===== src/rdc_params.svh =====
// Purpose: constants for the reload down counter
// Assumes: APB byte addresses, one 32-bit word per register
// Notes: offsets chosen locally, timing from a 25 MHz clock
`ifndef RDC_PARAMS_SVH
`define RDC_PARAMS_SVH

// ************************************************************
// register map
// ************************************************************
`define RDC_ADDR_CTRL 12'h000
`define RDC_ADDR_COUNT 12'h004
`define RDC_ADDR_W 12

// ************************************************************
// control field positions
// ************************************************************
`define RDC_B_TRG 0
`define RDC_B_RUN 1
`define RDC_B_UF 2
`define RDC_B_IRQE 3
`define RDC_B_AUTOLOAD_SELECT 4
`define RDC_B_POL 5
`define RDC_B_WAVE_PIN_ENABLE 6
`define RDC_B_TRIGGER_CFG_LOW 7
`define RDC_B_TRIGGER_CFG_MID 8
`define RDC_B_TRIGGER_CFG_TOP 9
`define RDC_B_CSL_LO 10
`define RDC_B_CSL_HI 11
`define RDC_CSL_EVENT 2'h3
`define RDC_CTRL_RST 12'h000
`define RDC_COUNT_RST 16'h0000
`define RDC_COUNT_ZERO 16'h0000
`define RDC_COUNT_ONE 16'h0001

// ************************************************************
// count clock divider end counts, one tick every value plus one machine cycles
// ************************************************************
`define RDC_DIV_SEL0 5'h01
`define RDC_DIV_SEL1 5'h07
`define RDC_DIV_SEL2 5'h1f
`define RDC_DIV_ZERO 5'h00
`define RDC_DIV_ONE 5'h01

`endif


===== src/rdc_pkg.sv =====
// Purpose: types for the reload down counter
// Assumes: included params header for numbers
// Notes: holds the run state type only
package rdc_pkg;
  typedef enum logic [1:0] {
    RDC_STOP,
    RDC_WAIT,
    RDC_LOAD,
    RDC_RUN
  } rdc_state_t;
endpackage : rdc_pkg


===== src/rdc_reload_counter.sv =====
// Purpose: 16-bit reload down counter with trigger, gate and event modes, APB slave
// Assumes: input pin sampled on CLK, APB master, no wait states
// Notes: one channel; wave pin mux to port logic is left outside
// Notes: count and reload come up at zero after reset, software must load first
// Notes: a read-modify-write view of the flag does not exist on APB
`timescale 1ns/1ps
`include "rdc_params.svh"

module rdc_reload_counter (
  input wire logic CLK,
  input wire logic RESET,
  input wire logic PSEL,
  input wire logic PENABLE,
  input wire logic PWRITE,
  input wire logic [11:0] PADDR,
  input wire logic [31:0] PWDATA,
  output logic [31:0] PRDATA,
  output logic PREADY,
  output logic PSLVERR,
  input wire logic EVENT_INPUT_PIN,
  output logic WAVE_PIN,
  output logic WAVE_PIN_ENABLE,
  output logic IRQ
);

  // ************************************************************
  // registers
  // ************************************************************
  logic [11:0] ctrl_reg;
  logic uf_reg;
  logic [15:0] count_reg;
  logic [15:0] reload_reg;
  logic [4:0] div_reg;
  logic wave_reg;
  logic sync1_reg;
  logic sync2_reg;
  logic prev_reg;
  rdc_pkg::rdc_state_t state_reg;

  // ************************************************************
  // decode
  // ************************************************************
  logic wr;
  logic rd;
  logic hit_ctrl;
  logic hit_count;
  logic run_en;
  logic event_mode;
  logic gate_mode;
  logic rise;
  logic fall;
  logic edge_hit;
  logic soft_trig;
  logic pin_trig;
  logic count_tick;
  logic underflow;
  logic div_done;
  logic [4:0] div_limit;

  function automatic logic edge_sel(input logic [1:0] sel, input logic r, input logic f);
    edge_sel = (sel[0] & r) | (sel[1] & f);
  endfunction : edge_sel

  assign wr = PSEL & PENABLE & PWRITE;
  assign rd = PSEL & ~PWRITE;
  assign hit_ctrl = (PADDR == `RDC_ADDR_CTRL);
  assign hit_count = (PADDR == `RDC_ADDR_COUNT);
  assign run_en = ctrl_reg[`RDC_B_RUN];
  assign event_mode = (ctrl_reg[`RDC_B_CSL_HI:`RDC_B_CSL_LO] == `RDC_CSL_EVENT);
  assign gate_mode = ~event_mode & ctrl_reg[`RDC_B_TRIGGER_CFG_TOP];
  assign rise = sync2_reg & ~prev_reg;
  assign fall = ~sync2_reg & prev_reg;
  assign edge_hit = edge_sel(ctrl_reg[`RDC_B_TRIGGER_CFG_MID:`RDC_B_TRIGGER_CFG_LOW], rise, fall);
  assign soft_trig = wr & hit_ctrl & PWDATA[`RDC_B_TRG] & PWDATA[`RDC_B_RUN] & run_en;
  assign pin_trig = ~event_mode & ~ctrl_reg[`RDC_B_TRIGGER_CFG_TOP] & edge_hit;

  always_comb begin
    unique case (ctrl_reg[`RDC_B_CSL_HI:`RDC_B_CSL_LO])
      2'h0: div_limit = `RDC_DIV_SEL0;
      2'h1: div_limit = `RDC_DIV_SEL1;
      2'h2: div_limit = `RDC_DIV_SEL2;
      default: div_limit = `RDC_DIV_ZERO;
    endcase
  end

  assign div_done = (div_reg == div_limit);
  // gate mode checks the chosen level on every tick
  always_comb begin
    if (event_mode) begin
      count_tick = edge_hit;
    end else if (gate_mode) begin
      count_tick = div_done & (sync2_reg == ctrl_reg[`RDC_B_TRIGGER_CFG_LOW]);
    end else begin
      count_tick = div_done;
    end
  end
  assign underflow = (state_reg == rdc_pkg::RDC_RUN) & count_tick
                     & (count_reg == `RDC_COUNT_ZERO);

  // ************************************************************
  // input synchroniser
  // ************************************************************
  always_ff @(posedge CLK or posedge RESET) begin
    if (RESET) begin
      sync1_reg <= 1'b0;
      sync2_reg <= 1'b0;
      prev_reg <= 1'b0;
    end else begin
      sync1_reg <= EVENT_INPUT_PIN;
      sync2_reg <= sync1_reg;
      prev_reg <= sync2_reg;
    end
  end

  // ************************************************************
  // control register
  // ************************************************************
  always_ff @(posedge CLK or posedge RESET) begin
    if (RESET) begin
      ctrl_reg <= `RDC_CTRL_RST;
    end else if (wr & hit_ctrl) begin
      ctrl_reg <= PWDATA[11:0];
      ctrl_reg[`RDC_B_TRG] <= 1'b0;
      ctrl_reg[`RDC_B_UF] <= 1'b0;
    end
  end

  // set wins over a clearing write in the same cycle
  always_ff @(posedge CLK or posedge RESET) begin
    if (RESET) begin
      uf_reg <= 1'b0;
    end else if (underflow) begin
      uf_reg <= 1'b1;
    end else if (wr & hit_ctrl & ~PWDATA[`RDC_B_UF]) begin
      uf_reg <= 1'b0;
    end
  end

  always_ff @(posedge CLK or posedge RESET) begin
    if (RESET) begin
      reload_reg <= `RDC_COUNT_RST;
    end else if (wr & hit_count) begin
      reload_reg <= PWDATA[15:0];
    end
  end

  // ************************************************************
  // run state
  // ************************************************************
  always_ff @(posedge CLK or posedge RESET) begin
    if (RESET) begin
      state_reg <= rdc_pkg::RDC_STOP;
    end else if (wr & hit_ctrl & ~PWDATA[`RDC_B_RUN]) begin
      state_reg <= rdc_pkg::RDC_STOP;
    end else if (soft_trig) begin
      state_reg <= rdc_pkg::RDC_LOAD;
    end else begin
      unique case (state_reg)
        rdc_pkg::RDC_STOP: begin
          if (wr & hit_ctrl & PWDATA[`RDC_B_RUN]) begin
            state_reg <= rdc_pkg::RDC_WAIT;
          end
        end
        rdc_pkg::RDC_WAIT: begin
          if (pin_trig) begin
            state_reg <= rdc_pkg::RDC_LOAD;
          end
        end
        rdc_pkg::RDC_LOAD: state_reg <= rdc_pkg::RDC_RUN;
        rdc_pkg::RDC_RUN: begin
          if (pin_trig) begin
            state_reg <= rdc_pkg::RDC_LOAD;
          end else if (underflow & ~ctrl_reg[`RDC_B_AUTOLOAD_SELECT]) begin
            state_reg <= rdc_pkg::RDC_WAIT;
          end
        end
      endcase
    end
  end

  // ************************************************************
  // prescaler and counter
  // ************************************************************
  always_ff @(posedge CLK or posedge RESET) begin
    if (RESET) begin
      div_reg <= `RDC_DIV_ZERO;
    end else if (state_reg != rdc_pkg::RDC_RUN || div_done) begin
      div_reg <= `RDC_DIV_ZERO;
    end else begin
      div_reg <= div_reg + `RDC_DIV_ONE;
    end
  end

  always_ff @(posedge CLK or posedge RESET) begin
    if (RESET) begin
      count_reg <= `RDC_COUNT_RST;
    end else if (state_reg == rdc_pkg::RDC_LOAD) begin
      count_reg <= reload_reg;
    end else if (state_reg == rdc_pkg::RDC_RUN && count_tick) begin // holds otherwise
      if (underflow && ctrl_reg[`RDC_B_AUTOLOAD_SELECT]) begin
        count_reg <= reload_reg;
      end else begin
        count_reg <= count_reg - `RDC_COUNT_ONE;
      end
    end
  end

  // ************************************************************
  // wave output
  // ************************************************************
  always_ff @(posedge CLK or posedge RESET) begin
    if (RESET) begin
      wave_reg <= 1'b0;
    end else if (state_reg == rdc_pkg::RDC_LOAD) begin
      wave_reg <= ctrl_reg[`RDC_B_AUTOLOAD_SELECT] ? ctrl_reg[`RDC_B_POL]
                                        : ~ctrl_reg[`RDC_B_POL];
    end else if (underflow) begin
      wave_reg <= ctrl_reg[`RDC_B_AUTOLOAD_SELECT] ? ~wave_reg : ctrl_reg[`RDC_B_POL];
    end else if (state_reg != rdc_pkg::RDC_RUN && !ctrl_reg[`RDC_B_AUTOLOAD_SELECT]) begin
      wave_reg <= ctrl_reg[`RDC_B_POL];
    end
  end

  assign WAVE_PIN = wave_reg;
  assign WAVE_PIN_ENABLE = ctrl_reg[`RDC_B_WAVE_PIN_ENABLE];
  assign IRQ = uf_reg & ctrl_reg[`RDC_B_IRQE];

  // ************************************************************
  // apb read side
  // ************************************************************
  always_ff @(posedge CLK or posedge RESET) begin
    if (RESET) begin
      PRDATA <= 32'h0000_0000;
    end else if (rd & ~PENABLE) begin
      if (hit_ctrl) begin
        PRDATA <= {20'h00000, ctrl_reg[11:3], uf_reg, ctrl_reg[`RDC_B_RUN], 1'b0};
      end else if (hit_count) begin
        PRDATA <= {16'h0000, count_reg};
      end else begin
        PRDATA <= 32'h0000_0000;
      end
    end
  end

  assign PREADY = 1'b1;
  assign PSLVERR = PSEL & PENABLE & ~hit_ctrl & ~hit_count;

  // ************************************************************
  // checks
  // ************************************************************
  a_irq_follows_flag: assert property (@(posedge CLK) disable iff (RESET)
    IRQ == (uf_reg & ctrl_reg[`RDC_B_IRQE])) else $error("irq mismatch");
  a_uf_sets: assert property (@(posedge CLK) disable iff (RESET)
    underflow |=> uf_reg) else $error("flag not set");
  a_uf_wrap: assert property (@(posedge CLK) disable iff (RESET)
    underflow |=> count_reg == 16'hffff || ctrl_reg[`RDC_B_AUTOLOAD_SELECT])
    else $error("no wrap");
  a_load_next: assert property (@(posedge CLK) disable iff (RESET)
    state_reg == rdc_pkg::RDC_LOAD |=> count_reg == $past(reload_reg))
    else $error("load missed");
  a_hold_stop: assert property (@(posedge CLK) disable iff (RESET)
    state_reg == rdc_pkg::RDC_STOP |=> $stable(count_reg))
    else $error("count moved");
  a_oneshot_stop: assert property (@(posedge CLK) disable iff (RESET)
    underflow & ~ctrl_reg[`RDC_B_AUTOLOAD_SELECT] & ~soft_trig & ~pin_trig & ~wr
    |=> state_reg == rdc_pkg::RDC_WAIT) else $error("no stop");
  a_soft_start: assert property (@(posedge CLK) disable iff (RESET)
    soft_trig |=> state_reg == rdc_pkg::RDC_LOAD ##1 state_reg == rdc_pkg::RDC_RUN)
    else $error("no start");
  a_toggle_wave: assert property (@(posedge CLK) disable iff (RESET)
    underflow & ctrl_reg[`RDC_B_AUTOLOAD_SELECT] |=> wave_reg != $past(wave_reg))
    else $error("no toggle");
  a_div_period: assert property (@(posedge CLK) disable iff (RESET)
    state_reg == rdc_pkg::RDC_RUN && ctrl_reg[11:10] == 2'h1 && div_reg == 5'h00
    |-> !div_done) else $error("period short");

  // ************************************************************
  // flag and register access checks
  // ************************************************************
  // a clear in the cycle of an underflow loses, so it is left out here
  a_flag_clear: assert property (@(posedge CLK) disable iff (RESET)
    wr & hit_ctrl & ~PWDATA[`RDC_B_UF] & ~underflow
    |=> !uf_reg)
    else $error("flag not cleared");
  a_flag_keep: assert property (@(posedge CLK) disable iff (RESET)
    wr & hit_ctrl & PWDATA[`RDC_B_UF] & uf_reg
    |=> uf_reg)
    else $error("flag lost on write of one");
  a_upper_zero: assert property (@(posedge CLK) disable iff (RESET)
    rd & ~PENABLE & hit_ctrl
    |=> PRDATA[31:12] == 20'h00000)
    else $error("upper control bits not zero");
  // the reload register takes the low half of the bus word only
  a_reload_write: assert property (@(posedge CLK) disable iff (RESET)
    wr & hit_count
    |=> {16'h0000, reload_reg} == ($past(PWDATA) & 32'h0000_ffff))
    else $error("reload write missed");

  // ************************************************************
  // run state checks
  // ************************************************************
  a_stop_on_clear: assert property (@(posedge CLK) disable iff (RESET)
    wr & hit_ctrl & ~PWDATA[`RDC_B_RUN]
    |=> state_reg == rdc_pkg::RDC_STOP)
    else $error("run clear did not stop");
  a_run_wait: assert property (@(posedge CLK) disable iff (RESET)
    wr & hit_ctrl & PWDATA[`RDC_B_RUN] & (state_reg == rdc_pkg::RDC_STOP)
    |=> state_reg == rdc_pkg::RDC_WAIT)
    else $error("run set did not wait");
  // a trigger written before the run bit is set must be dropped
  a_soft_ignored: assert property (@(posedge CLK) disable iff (RESET)
    wr & hit_ctrl & PWDATA[`RDC_B_TRG] & ~run_en & (state_reg == rdc_pkg::RDC_STOP)
    |=> state_reg != rdc_pkg::RDC_LOAD)
    else $error("trigger taken while stopped");
  a_pin_start: assert property (@(posedge CLK) disable iff (RESET)
    pin_trig & (state_reg == rdc_pkg::RDC_WAIT) & ~wr
    |=> state_reg == rdc_pkg::RDC_LOAD)
    else $error("pin trigger missed");
  a_trig_inhibit: assert property (@(posedge CLK) disable iff (RESET)
    (state_reg == rdc_pkg::RDC_WAIT) & ~event_mode & ~gate_mode & ~wr
    & (ctrl_reg[`RDC_B_TRIGGER_CFG_MID:`RDC_B_TRIGGER_CFG_LOW] == 2'h0)
    |=> state_reg == rdc_pkg::RDC_WAIT)
    else $error("inhibited trigger started");
  a_wait_hold: assert property (@(posedge CLK) disable iff (RESET)
    state_reg == rdc_pkg::RDC_WAIT
    |=> $stable(count_reg))
    else $error("count moved while waiting");

  // ************************************************************
  // counting and wave checks
  // ************************************************************
  // gate at the wrong level must freeze the count even with ticks due
  a_gate_block: assert property (@(posedge CLK) disable iff (RESET)
    (state_reg == rdc_pkg::RDC_RUN) & gate_mode & (sync2_reg != ctrl_reg[`RDC_B_TRIGGER_CFG_LOW])
    |=> $stable(count_reg))
    else $error("count moved outside gate");
  a_event_hold: assert property (@(posedge CLK) disable iff (RESET)
    (state_reg == rdc_pkg::RDC_RUN) & event_mode & ~edge_hit
    |=> $stable(count_reg))
    else $error("count moved without event");
  a_reload_refill: assert property (@(posedge CLK) disable iff (RESET)
    underflow & ctrl_reg[`RDC_B_AUTOLOAD_SELECT]
    |=> count_reg == $past(reload_reg))
    else $error("no refill at underflow");
  a_reload_level: assert property (@(posedge CLK) disable iff (RESET)
    (state_reg == rdc_pkg::RDC_LOAD) & ctrl_reg[`RDC_B_AUTOLOAD_SELECT] & ~wr
    |=> wave_reg == ctrl_reg[`RDC_B_POL])
    else $error("reload start level wrong");
  a_oneshot_level: assert property (@(posedge CLK) disable iff (RESET)
    (state_reg == rdc_pkg::RDC_LOAD) & ~ctrl_reg[`RDC_B_AUTOLOAD_SELECT] & ~wr
    |=> wave_reg == ~ctrl_reg[`RDC_B_POL])
    else $error("one-shot level wrong");

  c_underflow: cover property (@(posedge CLK) underflow);
  c_reload_uf: cover property (@(posedge CLK) underflow & ctrl_reg[`RDC_B_AUTOLOAD_SELECT]);
  c_pin_trig: cover property (@(posedge CLK) pin_trig & (state_reg == rdc_pkg::RDC_WAIT));
  c_event: cover property (@(posedge CLK) event_mode & count_tick);
  c_gate: cover property (@(posedge CLK) gate_mode & count_tick);

endmodule : rdc_reload_counter


===== config.mk =====
export PLATFORM = sky130hd
export DESIGN_NAME = rdc_reload_counter
export DESIGN_NICKNAME = d
export VERILOG_FILES = /design/src/rdc_pkg.sv /design/src/rdc_reload_counter.sv
export VERILOG_INCLUDE_DIRS = /design/src
export SDC_FILE = /design/constraint.sdc
export NUM_CORES = 1
export LEC_CHECK = 0
export BUFFER_PORTS_ARGS = -buffer_cell sky130_fd_sc_hd__buf_2
export CAP_MARGIN = 20
export CORE_MARGIN = 2
export CORE_UTILIZATION = 42
export CTS_BUF_LIST = sky130_fd_sc_hd__clkbuf_4
export CTS_CLUSTER_SIZE = 24
export DETAILED_ROUTE_END_ITERATION = 12
export PLACE_DENSITY = 0.65
export REMOVE_ABC_BUFFERS = 1
export SLEW_MARGIN = 10
export SYNTH_ARGS = -nofsm -noshare
export SYNTH_HDL_FRONTEND = slang
export SYNTH_SLANG_ARGS = --single-unit

===== constraint.sdc =====
create_clock -name CLK -period 7.1 [get_ports CLK]
set_input_delay 1.42 -clock CLK [delete_from_list [all_inputs] [get_ports CLK]]
set_output_delay 1.42 -clock CLK [all_outputs]
set_load 0.02 [all_outputs]

# After elaboration in Yosys (flattened, before gate mapping)
# Index checks and enable logic that the tools add are counted.
[word_totals]
elab_cells = 102
reg_bits = 86
[classes]
n_reduce_logical = 13
addsub = 2
bitwise_logic = 40
n_mux = 23
n_eq_ne = 13
[ops]
columns = ["operator", "n"]
rows = [
  ["2-to-1 mux 16 bit", 5],
  ["bitwise AND 1 bit", 26],
  ["logical NOT 16 bit", 1],
  ["subtractor 16 x 1 -> 16 bit (second input constant)", 1],
  ["case mux 5 bit (3 select lines)", 1],
  ["inverter 1 bit", 13],
  ["equality test 12 x 3 -> 1 bit (second input constant)", 1],
  ["logical NOT 12 bit", 1],
  ["2-to-1 mux 2 bit", 6],
  ["2-to-1 mux 1 bit", 9],
  ["equality test 2 bit (second input constant)", 4],
  ["inequality test 4 bit (second input constant)", 2],
  ["case mux 2 bit (4 select lines)", 1],
  ["adder 5 x 1 -> 5 bit (second input constant)", 1],
  ["equality test 5 bit", 1],
  ["2-to-1 mux 5 bit", 1],
  ["inequality test 5 x 3 -> 1 bit (second input constant)", 1],
  ["equality test 2 x 1 -> 1 bit (second input constant)", 2],
  ["logical NOT 2 bit", 2],
  ["nonzero test 2 bit", 2],
  ["logical AND 1 bit", 3],
  ["AND reduction 3 bit", 1],
  ["nonzero test 3 bit", 1],
  ["inequality test 2 bit (second input constant)", 1],
  ["other kinds (4)", 4],
]

# Longest topological paths before layout
[logic_depth]
word_depth = 14
depth_mapped = 10
depth_no_buf = 8

# Worst setup path before layout
# Ideal clock, no wire load.
[synth_path]
path_type = "in2out"
from = "in PADDR[9]"
to = "out PSLVERR"
path_stages = 3
setup_slack_ns = 3.507
arrival_ns = 2.173
cell_sequence = "nor4_1 > nand3_1 > and3_1"
[synth_between]
elab_chain_len = 4
word_cells_on_any_way = 6
classes_between = "1 x eq/ne; 4 x bitwise; 1 x reduce/logical"
[synth_rtl]
columns = ["item", "line_no", "rtl"]
rows = [
  ["from (decl)", "rdc_reload_counter.sv:15", "input wire logic [11:0] PADDR,"],
  ["logical NOT 12 bit (no line)", "-", ""],
  ["inverter 1 bit", "rdc_reload_counter.sv:246", "assign PSLVERR = PSEL & PENABLE & ~hit_ctrl & ~hit_count;"],
  ["bitwise AND 1 bit", "rdc_reload_counter.sv:246", ""],
  ["bitwise AND 1 bit (*)", "rdc_reload_counter.sv:246", ""],
  ["to (decl)", "rdc_reload_counter.sv:19", "output logic PSLVERR,"],
]
# Mark *: on every way between the ends. The rest lies on a longest branch, timed or not.

# Final worst setup path
# Same ends and word-level chain as after synthesis.

==> metrics.txt <==
# TYPE chip_impl_metric gauge
chip_impl_metric{name="clk_path_buf_depth",unit=""} 2
chip_impl_metric{name="detail_route.wl_per_cell",unit="µm"} 15.65
chip_impl_metric{name="skew_pair_late_insertion_delay",unit="ps"} 410
chip_impl_metric{name="num_rows",unit=""} 33
chip_impl_metric{name="path_clk_slew",unit="ps"} 110
chip_impl_metric{name="cts_resized",unit=""} 0
chip_impl_metric{name="clock-sinks",unit=""} 70
chip_impl_metric{name="io_pins",unit=""} 87
chip_impl_metric{name="p_sw",unit="mW"} 0.1664
chip_impl_metric{name="die-area",unit="µm²"} 9324
chip_impl_metric{name="clock_power_share",unit="%"} 35.6
chip_impl_metric{name="routed_wirelength",unit="µm"} 7920
chip_impl_metric{name="global_route_wire_length_before_repair",unit="µm"} 13140
chip_impl_metric{name="overflow",unit=""} 0
chip_impl_metric{name="report.final.slew_viol_count",unit=""} 0
chip_impl_metric{name="design.final.nets",unit=""} 452
chip_impl_metric{name="worst_slew_pin_slew",unit="ps"} 882.4
chip_impl_metric{name="setup_slack_at_placement",unit="ps"} 2653
chip_impl_metric{name="finalHoldWorstSlack",unit="ps"} 365.5
chip_impl_info{name="worst_hold_path_type",value="reg -> reg"} 1
chip_impl_metric{name="route.detailed.drc",unit=""} 0
chip_impl_metric{name="layout.core_utilization",unit="%"} 48.33
chip_impl_metric{name="worst_ep_arrival_time",unit="ps"} 3040
chip_impl_metric{name="placeableCoreArea",unit="µm²"} 8258
chip_impl_info{name="cpMostUsedCell",value="buf_2"} 1
chip_impl_metric{name="synth_cell_types",unit=""} 52
chip_impl_metric{name="maxSlewHeadroom",unit="%"} 41.17
chip_impl_metric{name="cellLeakagePower",unit="nW"} 1.930
chip_impl_info{name="run_status",value="completed"} 1
chip_impl_metric{name="post-route-cell-area",unit="µm²"} 3991
chip_impl_metric{name="firstDrtPassIters",unit=""} 4
chip_impl_info{name="endpoint_kind",value="output port"} 1
chip_impl_info{name="synth_flop_type",value="dfrtp_1"} 1
chip_impl_metric{name="final.period_utilization",unit="%"} 62.78
chip_impl_metric{name="setup_slack",unit="ps"} 2643
chip_impl_metric{name="placed_area",unit="µm²"} 3864
chip_impl_metric{name="avgViaCountPerCell",unit=""} 5.468
chip_impl_metric{name="dieWidth",unit="µm"} 96.56
chip_impl_metric{name="power.total",unit="mW"} 0.6860
chip_impl_info{name="startpoint_type",value="input pin"} 1
chip_impl_info{name="setup.worst_path.class",value="in -> out"} 1
chip_impl_metric{name="place.port_buffers",unit=""} 53
chip_impl_metric{name="antenna_cells_inserted",unit=""} 0
chip_impl_metric{name="post_synth_instance_area",unit="µm²"} 3598
chip_impl_metric{name="syn-mean-instance-area",unit="µm²"} 10.34
chip_impl_metric{name="power.share.switching",unit="%"} 24.26
chip_impl_metric{name="cts_max_level",unit=""} 3
chip_impl_metric{name="routabilityCongestion",unit=""} 0.7763
chip_impl_metric{name="total_power_per_unit_cell_area",unit="nW/µm²"} 171.9
chip_impl_info{name="cts_tree",value="done"} 1
chip_impl_metric{name="final_cell_count_no_fill",unit=""} 506
chip_impl_metric{name="power_report.internal_total",unit="mW"} 0.5195
chip_impl_info{name="crit_path_cell_trace",value="buf_2, nor4_1, nand3_1, and3_1, buf_2"} 1
chip_impl_metric{name="final_layout_size_suffix_gt1_share",unit="%"} 25.94
chip_impl_metric{name="initial_core_util",unit="%"} 43.58
chip_impl_metric{name="synthesized_area_fraction_occupied_by_ao_oa_aoi_and_oai_cells",unit="%"} 16.10
chip_impl_metric{name="cpPeakStageDelay",unit="ps"} 600
chip_impl_metric{name="vdd_ir_drop_max",unit="mV"} 0.1027
chip_impl_metric{name="first_global_vias",unit=""} 2703
chip_impl_metric{name="max_freq",unit="GHz"} 0.2244
chip_impl_metric{name="finalHoldViolations",unit=""} 0
chip_impl_info{name="timing.critical_path.slowest_stage_cell",value="nand3_1"} 1
chip_impl_metric{name="syn_inst",unit=""} 348
chip_impl_info{name="setup_repair_after_global_routing_missed_its_margin",value="no"} 1
chip_impl_metric{name="drt_first_iter_violations",unit=""} 162
chip_impl_metric{name="cts_hold_buffers",unit=""} 0
chip_impl_metric{name="asyncSetResetFlopFracSynth",unit="%"} 100.0
chip_impl_metric{name="post-dp-hpwl",unit="µm"} 5589
chip_impl_metric{name="setup-tns-final",unit="ps"} 0
chip_impl_metric{name="syn_to_final_growth",unit="%"} 10.92
chip_impl_metric{name="grt_use_total",unit="%"} 18.55
chip_impl_metric{name="yosys.area_share.simple",unit="%"} 12.83
chip_impl_metric{name="worst_ep_required_time",unit="ps"} 5680
chip_impl_metric{name="post-cts-setup-buffers",unit=""} 0
chip_impl_metric{name="post_synth_xor_area_fraction",unit="%"} 1.460
chip_impl_metric{name="synth-seq-cells",unit=""} 70
chip_impl_metric{name="synth_enable_flop_cells",unit=""} 0
chip_impl_metric{name="synth_warnings",unit=""} 0
chip_impl_metric{name="yosys.area_share.adder",unit="%"} 2.086
chip_impl_metric{name="cts-buffers-inserted",unit=""} 9
chip_impl_metric{name="grt_start_max_net_pins",unit=""} 71
chip_impl_metric{name="die_y",unit="µm"} 96.56
chip_impl_info{name="cts_root_buffer_type",value="clkbuf_4"} 1
chip_impl_metric{name="finalWorstPathRequiredPeriod",unit="ps"} 4457
chip_impl_metric{name="antenna_found_initial",unit=""} 0
chip_impl_metric{name="placedCellCount",unit=""} 490
chip_impl_metric{name="power.share.sequential",unit="%"} 58.5
chip_impl_metric{name="detailroute.via_count",unit=""} 2767
chip_impl_metric{name="antenna_left",unit=""} 0
chip_impl_info{name="synth_top_family_by_area",value="compound AO/OA/AOI/OAI gates"} 1
chip_impl_metric{name="power_frac_comb",unit="%"} 5.9
chip_impl_metric{name="setup_viol",unit=""} 0
chip_impl_metric{name="synth.mux.area_fraction",unit="%"} 11.75
chip_impl_metric{name="critPathMaxFanout",unit=""} 13
chip_impl_metric{name="synth_seq_area_share",unit="%"} 48.68
chip_impl_metric{name="cap_violations",unit=""} 0
chip_impl_metric{name="finClkSkew",unit="ps"} 13.76
power groups by stage:
stage,Sequential (mW),Combinational (mW),Clock [mW]
after CTS,0.402,0.0415,0.251
after detailed placement,0.409,0.0415,0
after floorplan,0.409,0.0235,0
after global placement,0.409,0.0409,0
after global routing,0.402,0.0470,0.269
final,0.401,0.0406,0.244
cells by family after synthesis:
| family | after synthesis |
|---|---|
| multiplexers | 39 |
| adder cells (fa/ha/maj) | 6 |
| XOR/XNOR | 6 |
| buffers and inverters | 44 |
| flip-flops | 70 |
| AND/OR/NAND/NOR | 96 |
| AO/OA/AOI/OAI | 85 |
| other | 2 |
worst max-delay path: cells and delay by family:
| family | cells | cell delay [ps] |
|---|---|---|
| buffers and inverters | 2 | 250 |
| AND/OR/NAND/NOR | 3 | 1370 |
metal layers:
metal	vias up	GRT usage (%)	part of all wire, %
met2	89	30.09	47
met3	12	3.103	6.0
met5	-	0	0
met1	1351	24.93	45
met4	0	7.160	1.6
li1	1315	-	-
cell usage in the layout (no fill, tap or decap), types with 3 or more instances in the layout:
cell,count
a22o_1,6
o21ai_0,17
conb_1,17
nor3_1,5
nor2_1,34
o31ai_1,12
clkinv_2,3
a31oi_1,5
a2bb2oi_1,3
dfrtp_1,70
ha_1,6
buf_2,53
nor4_1,6
xor2_1,5
clkbuf_4,10
mux2i_1,13
nand2_1,21
mux2_2,26
nand3_1,8
o21ai_1,4
o22a_1,3
or3_1,3
buf_4,3
inv_1,9
and3_1,3
a21oi_1,18
nand4_1,5
final timing paths:
path	slack, ps	startpoint	cells past startpoint	endpoint
setup reg to reg	4390	ctrl_reg[10]	8	count_reg[7]
hold reg to reg	370	sync1_reg	0	sync2_reg
max in group asynchronous	5250	RESET	3	ctrl_reg[5]
hold / removal	370	sync1_reg	0	sync2_reg
setup / recovery	2640	PADDR[9]	5	PSLVERR
min in group asynchronous	1240	RESET	3	PRDATA[1]
cell usage after synthesis, drive strengths merged (2+ instances only):
cell / number / area share [%]
a211oi: 2 / 0.56
a21boi: 2 / 0.52
a21o: 2 / 0.42
a21oi: 18 / 2.5
a22o: 6 / 1.5
a22oi: 3 / 0.76
a2bb2oi: 3 / 0.73
a31oi: 5 / 0.87
and2: 2 / 0.35
and3: 3 / 0.52
buf: 23 / 4.7
clkbuf: 11 / 1.1
conb: 2 / 0.21
dfrtp: 70 / 49
ha: 6 / 2.1
inv: 10 / 1.0
mux2: 26 / 8.1
mux2i: 13 / 3.6
nand2: 21 / 2.2
nand3: 8 / 1.1
nand3b: 2 / 0.42
nand4: 5 / 0.87
nor2: 34 / 3.5
nor3: 5 / 0.70
nor4: 6 / 1.0
nor4b: 2 / 0.49
o21ai: 21 / 2.9
o22a: 3 / 0.73
o31ai: 12 / 2.5
or3: 3 / 0.52
or3b: 2 / 0.49
xor2: 5 / 1.2
area by class of cell:
| type | count | area, µm² |
|---|---|---|
| fill | 810 | 4267 |
| multi-input combinational | 249 | 1655 |
| tap | 105 | 131.4 |
| inverter | 10 | 37.54 |
| clock buffer | 10 | 75.07 |
| timing repair buffer | 56 | 287.8 |
| sequential | 70 | 1752 |
| clock inverter | 6 | 52.55 |
No activity file was read; power rests on OpenSTA's default activity.
